### config.mk
export PLATFORM = sky130hd
export DESIGN_NAME = lp_clock_ctrl
export DESIGN_NICKNAME = d
export VERILOG_FILES = /design/src/logic/lpcc_pkg.sv /design/src/logic/lp_clock_ctrl.sv /design/src/logic/timebase_counter.sv
export SDC_FILE = /design/constraint.sdc
export NUM_CORES = 1
export LEC_CHECK = 0
export BUFFER_PORTS_ARGS = -buffer_cell sky130_fd_sc_hd__buf_2
export CELL_PAD_IN_SITES_DETAIL_PLACEMENT = 0
export CELL_PAD_IN_SITES_GLOBAL_PLACEMENT = 1
export CORE_UTILIZATION = 40
export DETAILED_ROUTE_END_ITERATION = 16
export GPL_TIMING_DRIVEN = 0
export PLACE_DENSITY_LB_ADDON = 0.3
export SYNTH_ARGS = -nofsm -noshare
export SYNTH_HDL_FRONTEND = slang
export SYNTH_HIERARCHICAL = 1
export SYNTH_SLANG_ARGS = --single-unit
### constraint.sdc
create_clock -name hclk -period 4.66 [get_ports hclk]
set_clock_uncertainty 0.15 [all_clocks]
set_input_delay 0.699 -clock hclk [delete_from_list [all_inputs] [get_ports hclk]]
set_output_delay 0.699 -clock hclk [all_outputs]
set_load 0.02 [all_outputs]
### src/logic/lpcc_pkg.sv
// Constants for the low-power and clock mode controller.
// Assumes a 32-bit AHB-Lite register bus, one word per register.
package lpcc_pkg;

  // Register indices as printed; byte address is four times the index
  localparam logic [31:0] LPMC_IDX = 32'h0000_00a0;
  localparam logic [31:0] CSS_IDX = 32'h0000_00a1;
  localparam logic [31:0] IRQ_STATUS_IDX = 32'h0000_00a2;
  localparam logic [31:0] IRQ_MASK_IDX = 32'h0000_00a3;
  localparam logic [31:0] MODE_STATUS_IDX = 32'h0000_00a4;
  localparam logic [31:0] LPMC_ADDR = LPMC_IDX << 2;
  localparam logic [31:0] CSS_ADDR = CSS_IDX << 2;
  localparam logic [31:0] IRQ_STATUS_ADDR = IRQ_STATUS_IDX << 2;
  localparam logic [31:0] IRQ_MASK_ADDR = IRQ_MASK_IDX << 2;
  localparam logic [31:0] MODE_STATUS_ADDR = MODE_STATUS_IDX << 2;

  // Low-power mode control fields
  localparam logic [7:0] LPMC_RESET = 8'h18;
  localparam int STOP_ENTRY_POS = 7;
  localparam int SLEEP_ENTRY_POS = 6;
  localparam int PIN_STATE_POS = 5;
  localparam int SW_RESET_POS = 4;
  localparam int INTERMIT_SEL_LO = 1;

  // Clock source select fields
  localparam logic [7:0] CSS_RESET = 8'hfc;
  localparam int MAIN_IND_POS = 6;
  localparam int SETTLE_SEL_LO = 4;
  localparam int MAIN_SEL_POS = 2;
  localparam int PLL_RATIO_LO = 0;

  // Interrupt status and mask layout
  localparam int IRQ_W = 3;
  localparam int IRQ_WAKE_POS = 0;
  localparam int IRQ_TICK_POS = 1;
  localparam int IRQ_LP_POS = 2;
  localparam logic [IRQ_W-1:0] IRQ_MASK_RESET = 3'h0;

  // CPU throttle periods per intermittent select code
  localparam logic [4:0] INTERMIT_DIV1 = 5'h04;
  localparam logic [4:0] INTERMIT_DIV2 = 5'h08;
  localparam logic [4:0] INTERMIT_DIV3 = 5'h10;

  // Timebase and settle counters
  localparam int TBT_W = 18;
  localparam int TBT_TICK_W = 12;
  localparam int SETTLE_W = 18;

  localparam logic [2:0] HSIZE_WORD = 3'h2;

  typedef enum logic [2:0] {
    MODE_PLL_CLOCK = 3'b000,
    MODE_PLL_SLEEP = 3'b001,
    MODE_TIMER = 3'b010,
    MODE_MAIN_CLOCK = 3'b011,
    MODE_MAIN_SLEEP = 3'b100,
    MODE_STOP = 3'b101,
    MODE_HW_STANDBY = 3'b110,
    MODE_SETTLE = 3'b111
  } mode_t;

endpackage

### src/logic/lp_clock_ctrl.sv
// Low-power mode and clock control with AHB-Lite register access.
// Assumes one hclk domain; gating outputs feed clock enables elsewhere.
//
// Overview of operation
// - Seven operating modes exist: PLL clock, PLL sleep, timer, main clock, main sleep, stop and hardware standby.
// - Every mode other than PLL clock counts as a low-power mode.
// - Main clock and main sleep run from the main oscillator with the PLL stopped.
// - With the PLL stopped the operating clock is the main oscillator divided by two.
// - Both sleep modes gate only the CPU clock; peripherals keep theirs.
// - Timer mode stops every clock except the one of the timebase timer.
// - Stop and hardware standby halt the oscillator but keep all stored contents.
// - With intermittent operation on, CPU accesses get a throttled CPU clock.
// - Peripherals keep the full-speed clock while the CPU is throttled.
// - A two-bit ratio field sets the PLL multiplier to one, two, three or four.
// - A two-bit settle field picks the oscillator wait after stop or hardware standby.
// - The timebase timer always runs from the main oscillator clock.
// - The timebase is an 18-bit counter with interval ticks whose carry clocks the watchdog.
// - The low-power mode control register is 8 bits at index 0xa0, reset 0x18.
// - The clock source select register is 8 bits at index 0xa1, reset 0xfc.
`timescale 1ns/1ns
`default_nettype none
module lp_clock_ctrl
  import lpcc_pkg::*;
#(
  parameter int unsigned SETTLE_CYC0 = 1024,
  parameter int unsigned SETTLE_CYC1 = 8192,
  parameter int unsigned SETTLE_CYC2 = 32768,
  parameter int unsigned SETTLE_CYC3 = 131072
)
(
  input wire logic hclk, // main oscillator clock, 100 MHz
  input wire logic hresetn, // async reset, active low
  input wire logic hsel, // slave select
  input wire logic [31:0] haddr, // byte address
  input wire logic [1:0] htrans, // transfer type
  input wire logic hwrite, // write when high
  input wire logic [2:0] hsize, // transfer size
  input wire logic [31:0] hwdata, // write data
  input wire logic hready, // bus ready
  output logic [31:0] hrdata, // read data
  output logic hreadyout, // slave ready
  output logic hresp, // always OKAY
  input wire logic wake_req, // pending interrupt, wakes sleep, timer and stop modes
  input wire logic hw_standby_n, // standby pin, active low
  input wire logic cpu_access, // CPU access in progress
  output logic cpu_clk_en, // CPU clock enable
  output logic periph_clk_en, // peripheral clock enable
  output logic tbt_run, // timebase clock enable
  output logic osc_en, // oscillator enable
  output logic pll_en, // PLL enable
  output logic main_div2, // system clock is main oscillator / 2
  output logic [2:0] pll_ratio, // PLL multiplier, 1 to 4
  output logic low_power, // any mode but PLL clock
  output logic pins_hiz, // pins float in deep modes
  output logic sw_reset, // one-cycle software reset request
  output logic wdt_clk, // timebase carry to watchdog
  output logic irq // level interrupt
);

  typedef struct packed {
    mode_t mode;
    logic pin_state;
    logic [1:0] cg;
    logic [1:0] ws;
    logic main_clock_select;
    logic [1:0] cs;
    logic [IRQ_W-1:0] status;
    logic [IRQ_W-1:0] mask;
    logic [SETTLE_W-1:0] settle_cnt;
    logic [4:0] int_cnt;
    logic dp_wr;
    logic [31:0] dp_addr;
    logic [31:0] hrdata;
    logic cpu_clk_en;
    logic periph_clk_en;
    logic tbt_run;
    logic osc_en;
    logic pll_en;
    logic main_div2;
    logic [2:0] pll_ratio;
    logic low_power;
    logic pins_hiz;
    logic sw_reset;
    logic irq;
  } state_t;

  state_t s_reg;
  state_t s_next;
  logic tbt_carry;
  logic tbt_tick;

  // Timebase counts on hclk, the main oscillator, whatever mcs selects
  timebase_counter u_tbt (
    .hclk(hclk),
    .hresetn(hresetn),
    .run(s_reg.tbt_run),
    .carry(tbt_carry),
    .tick(tbt_tick)
  );

  function automatic logic is_run(input mode_t m);
    return (m == MODE_PLL_CLOCK) || (m == MODE_MAIN_CLOCK);
  endfunction

  function automatic logic is_awake(input mode_t m);
    return is_run(m) || (m == MODE_PLL_SLEEP) || (m == MODE_MAIN_SLEEP);
  endfunction

  logic addr_phase;
  logic lpmc_wr;
  logic css_wr;
  logic [7:0] wd;
  logic [IRQ_W-1:0] rd_clr;
  logic [IRQ_W-1:0] events;
  logic [4:0] div;
  logic throttle;
  mode_t run_mode;
  logic [7:0] lpmc_rd;
  logic [7:0] css_rd;

  always_comb begin
    s_next = s_reg;
    wd = hwdata[7:0];
    addr_phase = hsel && htrans[1] && hready;
    lpmc_wr = s_reg.dp_wr && (s_reg.dp_addr == LPMC_ADDR);
    css_wr = s_reg.dp_wr && (s_reg.dp_addr == CSS_ADDR);
    events = '0;
    rd_clr = '0;
    run_mode = s_reg.main_clock_select ? MODE_MAIN_CLOCK : MODE_PLL_CLOCK;
    // Write-only and reserved bits read back at their fixed levels
    lpmc_rd = {2'b00, s_reg.pin_state, 2'b11, s_reg.cg, 1'b0};
    css_rd = {1'b1, ~(s_reg.mode == MODE_PLL_CLOCK ||
                      s_reg.mode == MODE_PLL_SLEEP),
              s_reg.ws, 1'b1, s_reg.main_clock_select, s_reg.cs};

    // Address phase: capture, and build read data ahead of the data phase
    s_next.dp_wr = addr_phase && hwrite && (hsize == HSIZE_WORD);
    if (addr_phase) begin
      s_next.dp_addr = haddr;
    end
    if (addr_phase && !hwrite) begin
      case (haddr)
        LPMC_ADDR: s_next.hrdata = {24'h0, lpmc_rd};
        CSS_ADDR: s_next.hrdata = {24'h0, css_rd};
        IRQ_STATUS_ADDR: begin
          s_next.hrdata = {29'h0, s_reg.status};
          rd_clr = s_reg.status;
        end
        IRQ_MASK_ADDR: s_next.hrdata = {29'h0, s_reg.mask};
        MODE_STATUS_ADDR: s_next.hrdata = {29'h0, s_reg.mode};
        default: s_next.hrdata = 32'h0;
      endcase
    end

    // Data phase writes
    s_next.sw_reset = lpmc_wr && !wd[SW_RESET_POS];
    if (lpmc_wr) begin
      s_next.pin_state = wd[PIN_STATE_POS];
      s_next.cg = wd[INTERMIT_SEL_LO+:2];
    end
    if (css_wr) begin
      s_next.ws = wd[SETTLE_SEL_LO+:2];
      s_next.main_clock_select = wd[MAIN_SEL_POS];
      s_next.cs = wd[PLL_RATIO_LO+:2];
    end
    if (s_reg.dp_wr && (s_reg.dp_addr == IRQ_MASK_ADDR)) begin
      s_next.mask = hwdata[IRQ_W-1:0];
    end

    // Mode sequencing; standby pin overrides everything
    s_next.settle_cnt = s_reg.settle_cnt - 18'h00001;
    case (s_reg.mode)
      MODE_PLL_CLOCK, MODE_MAIN_CLOCK: begin
        if (lpmc_wr && wd[STOP_ENTRY_POS] && wd[SLEEP_ENTRY_POS]) begin
          s_next.mode = MODE_TIMER;
        end else if (lpmc_wr && wd[STOP_ENTRY_POS]) begin
          s_next.mode = MODE_STOP;
        end else if (lpmc_wr && wd[SLEEP_ENTRY_POS]) begin
          s_next.mode = (s_reg.mode == MODE_PLL_CLOCK) ?
                        MODE_PLL_SLEEP : MODE_MAIN_SLEEP;
        end else begin
          s_next.mode = run_mode;
        end
      end
      MODE_PLL_SLEEP: begin
        if (wake_req) begin
          s_next.mode = MODE_PLL_CLOCK;
        end
      end
      MODE_MAIN_SLEEP: begin
        if (wake_req) begin
          s_next.mode = MODE_MAIN_CLOCK;
        end
      end
      MODE_TIMER: begin
        if (wake_req) begin
          s_next.mode = run_mode;
        end
      end
      MODE_STOP: begin
        if (wake_req) begin
          s_next.mode = MODE_SETTLE;
        end
      end
      MODE_HW_STANDBY: begin
        s_next.mode = MODE_SETTLE;
      end
      MODE_SETTLE: begin
        if (s_reg.settle_cnt == '0) begin
          s_next.mode = run_mode;
          events[IRQ_WAKE_POS] = 1'b1;
        end
      end
      default: s_next.mode = run_mode;
    endcase
    if (!hw_standby_n) begin
      s_next.mode = MODE_HW_STANDBY;
    end
    // Settle count is reloaded in every mode but settle, and on entering standby
    if (s_next.mode == MODE_STOP || s_next.mode == MODE_HW_STANDBY ||
        s_reg.mode != MODE_SETTLE) begin
      case (s_next.ws)
        2'b00: s_next.settle_cnt = SETTLE_W'(SETTLE_CYC0 - 1);
        2'b01: s_next.settle_cnt = SETTLE_W'(SETTLE_CYC1 - 1);
        2'b10: s_next.settle_cnt = SETTLE_W'(SETTLE_CYC2 - 1);
        default: s_next.settle_cnt = SETTLE_W'(SETTLE_CYC3 - 1);
      endcase
    end
    events[IRQ_LP_POS] = is_run(s_reg.mode) && !is_run(s_next.mode) &&
                         (s_next.mode != MODE_SETTLE);
    events[IRQ_TICK_POS] = tbt_tick;

    // Intermittent CPU clock: one enabled cycle per div during accesses
    case (s_reg.cg)
      2'b01: div = INTERMIT_DIV1;
      2'b10: div = INTERMIT_DIV2;
      default: div = INTERMIT_DIV3;
    endcase
    throttle = (s_reg.cg != 2'b00) && cpu_access && is_run(s_reg.mode);
    if (throttle) begin
      s_next.int_cnt = (s_reg.int_cnt == div - 5'h01) ? 5'h00 :
                       s_reg.int_cnt + 5'h01;
    end else begin
      s_next.int_cnt = 5'h00;
    end

    // Gating outputs follow the mode being entered
    s_next.cpu_clk_en = is_run(s_next.mode) &&
                        (!throttle || s_reg.int_cnt == 5'h00);
    s_next.periph_clk_en = is_awake(s_next.mode);
    s_next.tbt_run = is_awake(s_next.mode) ||
                     (s_next.mode == MODE_TIMER);
    s_next.osc_en = (s_next.mode != MODE_STOP) &&
                    (s_next.mode != MODE_HW_STANDBY);
    s_next.pll_en = (s_next.mode == MODE_PLL_CLOCK) ||
                    (s_next.mode == MODE_PLL_SLEEP);
    s_next.main_div2 = (s_next.mode == MODE_MAIN_CLOCK) ||
                       (s_next.mode == MODE_MAIN_SLEEP);
    s_next.pll_ratio = {1'b0, s_next.cs} + 3'h1;
    s_next.low_power = (s_next.mode != MODE_PLL_CLOCK);
    s_next.pins_hiz = !s_next.pin_state &&
                      (s_next.mode == MODE_STOP ||
                       s_next.mode == MODE_TIMER ||
                       s_next.mode == MODE_HW_STANDBY);

    // A new event wins over a read-clear in the same cycle
    s_next.status = (s_reg.status & ~rd_clr) | events;
    s_next.irq = |(s_next.status & s_next.mask);
  end

  always_ff @(posedge hclk or negedge hresetn) begin
    if (!hresetn) begin
      s_reg <= '0;
      s_reg.mode <= MODE_MAIN_CLOCK;
      s_reg.pin_state <= LPMC_RESET[PIN_STATE_POS];
      s_reg.cg <= LPMC_RESET[INTERMIT_SEL_LO+:2];
      s_reg.ws <= CSS_RESET[SETTLE_SEL_LO+:2];
      s_reg.main_clock_select <= CSS_RESET[MAIN_SEL_POS];
      s_reg.cs <= CSS_RESET[PLL_RATIO_LO+:2];
      s_reg.mask <= IRQ_MASK_RESET;
      s_reg.cpu_clk_en <= 1'b1;
      s_reg.periph_clk_en <= 1'b1;
      s_reg.tbt_run <= 1'b1;
      s_reg.osc_en <= 1'b1;
      s_reg.main_div2 <= 1'b1;
      s_reg.pll_ratio <= 3'h1;
      s_reg.low_power <= 1'b1;
    end else begin
      // Stop and standby only gate clocks; contents stay put
      s_reg <= s_next;
    end
  end

  assign hrdata = s_reg.hrdata;
  assign hreadyout = 1'b1;
  assign hresp = 1'b0;
  assign cpu_clk_en = s_reg.cpu_clk_en;
  assign periph_clk_en = s_reg.periph_clk_en;
  assign tbt_run = s_reg.tbt_run;
  assign osc_en = s_reg.osc_en;
  assign pll_en = s_reg.pll_en;
  assign main_div2 = s_reg.main_div2;
  assign pll_ratio = s_reg.pll_ratio;
  assign low_power = s_reg.low_power;
  assign pins_hiz = s_reg.pins_hiz;
  assign sw_reset = s_reg.sw_reset;
  assign wdt_clk = tbt_carry;
  assign irq = s_reg.irq;

  logic thr_h;
  assign thr_h = throttle;
endmodule
`default_nettype wire

### src/logic/timebase_counter.sv
// Free-running 18-bit timebase with carry and interval ticks.
// Assumes hclk is the main oscillator clock; run gates counting.
`timescale 1ns/1ns
`default_nettype none
module timebase_counter
  import lpcc_pkg::*;
(
  input wire logic hclk, // main oscillator clock
  input wire logic hresetn, // async reset, active low
  input wire logic run, // count enable
  output logic carry, // one-cycle pulse on full wrap
  output logic tick // one-cycle interval pulse
);

  typedef struct packed {
    logic [TBT_W-1:0] cnt;
    logic carry;
    logic tick;
  } tbt_state_t;

  tbt_state_t s_reg;
  tbt_state_t s_next;

  always_comb begin
    s_next = s_reg;
    s_next.carry = run && (&s_reg.cnt);
    s_next.tick = run && (&s_reg.cnt[TBT_TICK_W-1:0]);
    if (run) begin
      s_next.cnt = s_reg.cnt + 18'h00001;
    end
  end

  always_ff @(posedge hclk or negedge hresetn) begin
    if (!hresetn) begin
      s_reg <= '0;
    end else begin
      s_reg <= s_next;
    end
  end

  assign carry = s_reg.carry;
  assign tick = s_reg.tick;

endmodule
`default_nettype wire

==> metrics <==
xor/xnor share of the synthesized area under 10%; vias in the first global route about 3.9k; Crit path largest cell delay 0.65 ns; net switching power ~0.00059 W; final cell count without fillers 800; Initial Util between 40 and 50%; Area growth, synth to finish 23.2%; worst-margin pin slew 0.998 ns; row cnt 42; Port Buf Inserts 70; Post CTS Setup Buffer Count 0; # clock sinks ~110; vias per cell 4.86; Mapped Cells a little under 500; Sw Ratio 22.3%; DIE HEIGHT 120 um; Final Hold Fails 0; synth top area cells dfrtp_1 (46%), mux2_2 (7.9%), dfstp_2 (5.6%); total global routing overflow 0; Synth cell types 72; Clock Pin Slew Worst Setup and Hold Paths 0.05 ns; antenna violations before repair 0; #FFs+latches synth 114; max reg flops 65; Total GRT Usage ~17%; setup TNS 0 ns; Detailed Place HPWL around 8.3 mm; sequential fraction of the synthesis area 51.3%; total number of vias approximately 3.9k; cell family with most CP delay simple AND/OR/NAND/NOR gates; RSZ-0062 raised after global routing false; IO Count roughly 130; Post-CTS Resized 0; Slew Limit Fails 0; TritonCTS Buffers 17; Setup violations, final 0; first-pass GRT wire length between 15 and 20 mm; multiplexer share of the synthesized area under 10%; Routed Antenna Nets 0; DRT Pass-1 Iters 4; MaxCap Viol Count 0; top cells by count, synth dfrtp_1 (102), nand2_1 (48), mux2_2 (39); Critical Path Start Type register; H-tree levels 4; DR WL/cell about 14 um; Root Buffer Master clkbuf_16; ys flop type dfrtp_1; hold buffers post-CTS 0; CTS tree done; area share of the largest cell type after synthesis a little under half; design area a little under 7000 um^2; worst path cell trace nor4_1 -> nand4_1 -> nor4_4 -> a311oi_1 -> a311o_1 -> nor3b_4 -> o41ai_1; share of cells above drive strength 1 a little over a third; Seq pwr share 41.9%; Die Footprint 14,500 um^2; core area ~13,000 um^2; FILL cells about 1.2k; CTS Buffer Depth 2; outcome complete, no violations; routability-driven placement congestion ratio ~0.75; simple-gate share of the synthesized area a little under a fifth; synth warn 6; Logic pwr share about 8%; synthesized area per cell approximately 11 um^2; Clk network pwr share about half; DRT iter0 DRCs ~170; final wirelength between 10 and 15 mm; Setup CP Type reg2reg; Skew-Pair Late Insertion Delay ~0.40 ns; Required @ worst endpoint around 4.8 ns; dpl cells 768; P_leak approximately 3.2 nW; async set-or-reset flop fraction in the synthesized netlist 100%; Rel. slew slack 33.3%; ANT cells 0; pin count of the biggest net entering global routing between 60 and 70; Final min period around 3.5 ns; Synth Area in Compound Gates 6.58%; Max rail drop VDD just over 200 uV; Crit path buffers/inverters 0; max frequency around 0.29 GHz; Slowest-stage cell, CP nor4_4; HP Class in2async; critical path fanouts, max 10; Core Util, Final between 50% and 60%; DR DRC count 0; Power Internal around 0.002 W; Post-Synth Adder-Cell Area ~1.6%; Worst setup EP type register; Die Wd 120 um; final worst-path cycle share between 70% and 80%; main combinational cell family by area after synthesis simple AND/OR/NAND/NOR gates; Critical Path AT roughly 3.6 ns; DP Area roughly 6300 um^2; most frequent cell after synthesis dfrtp_1; pwr dens 382 nW/um^2; Synth Cell Area 5590 um^2; Final #Nets about 700; Post-synth EDFFs 0; post-synth top area cell dfrtp_1
-- power by group through the flow --
stage,sequential [W],combinational (W),clock [W]
2_1_floorplan,0.00111,0.000140,0
3_3_place_gp,0.00111,0.000204,0
3_5_place_dp,0.00112,0.000214,0
4_1_cts,0.00110,0.000215,0.00134
5_1_grt,0.00111,0.000237,0.00139
6_report,0.00110,0.000212,0.00132
-- logic make-up (layout without fill, tap and decap cells) --
| logic type | count (synthesis) | count (layout) |
|---|---|---|
| adders and majority gates | 7 | 7 |
| and+or+nand+nor | 171 | 171 |
| xor gates and xnor gates | 39 | 39 |
| DFF | 114 | 114 |
| other | 2 | 26 |
| buffers and inverters | 62 | 165 |
| AOI/OAI and AO/OA | 56 | 56 |
| muxes | 46 | 46 |
-- worst paths after layout --
check | depth (start not counted) | slack [ns] | startpoint | to
setup reg to reg | 7 | 1.16 | s_reg[69] | irq
hold reg to reg | 1 | 0.30 | s_reg[83] | s_reg[83]
min in group hclk | 1 | 0.30 | s_reg[83] | s_reg[83]
hold / removal | 1 | 0.18 | hresetn | s_reg[69]
max in group asynchronous | 2 | 3.40 | hresetn | s_reg[115]
setup / recovery | 7 | 1.16 | s_reg[69] | irq
-- per-stage QoR --
stage               power (W)  setup WS (ns)  hold slack, ns
floorplan             0.00125           1.62           0.253
global placement      0.00132           1.15           0.285
detailed placement    0.00133           1.20           0.297
CTS                   0.00266           1.16           0.198
global route          0.00274           1.01           0.226
finish                0.00263           1.16           0.178
-- layout by cell type, fill, tap and decap left out, types with 4 or more instances in the layout --
master	count
or3_1	4
nor2b_1	4
and2_1	4
o22ai_1	4
inv_1	12
nor2_1	26
nand2_1	48
dfstp_2	12
nor3_1	10
clkbuf_1	12
a21oi_1	14
buf_2	70
buf_4	38
ha_1	7
o31ai_1	5
nand3_1	10
conb_1	26
mux2i_1	7
xor2_1	18
dfrtp_1	102
nor4_1	13
o21ai_0	16
clkbuf_16	17
xnor2_1	21
nand4_1	6
mux2_2	39
-- final cells by class --
| class | count | area [um^2] | share of cell area [%] |
|---|---|---|---|
| inverter | 13 | 51.3 | 0.745 |
| clock inverter | 9 | 130 | 1.89 |
| multi-input combinational | 345 | 2420 | 35.2 |
| clock buffer | 23 | 478 | 6.94 |
| sequential | 114 | 2870 | 41.6 |
| tap | 176 | 220 | 3.20 |
| buffer | 49 | 339 | 4.92 |
| timing repair buffer | 71 | 380 | 5.52 |
-- worst reg2reg max path: cells and delay by family (launching register included) --
kind	cells	cell delay, ns
AO/OA/AOI/OAI	3	1.21
AND/OR/NAND/NOR	4	1.61
flip-flops	1	0.37
-- per-layer routing --
| metal | global-route usage, % | up-vias | routed length (um) |
|---|---|---|---|
| met3 | 4.53 | 11 | 619 |
| li1 | - | 1928 | - |
| met5 | 0 | - | 0 |
| met2 | 25.3 | 101 | 4880 |
| met4 | 5.56 | 0 | 127 |
| met1 | 23.9 | 1845 | 5560 |
Note: power is estimated with default switching activity, not from simulation.
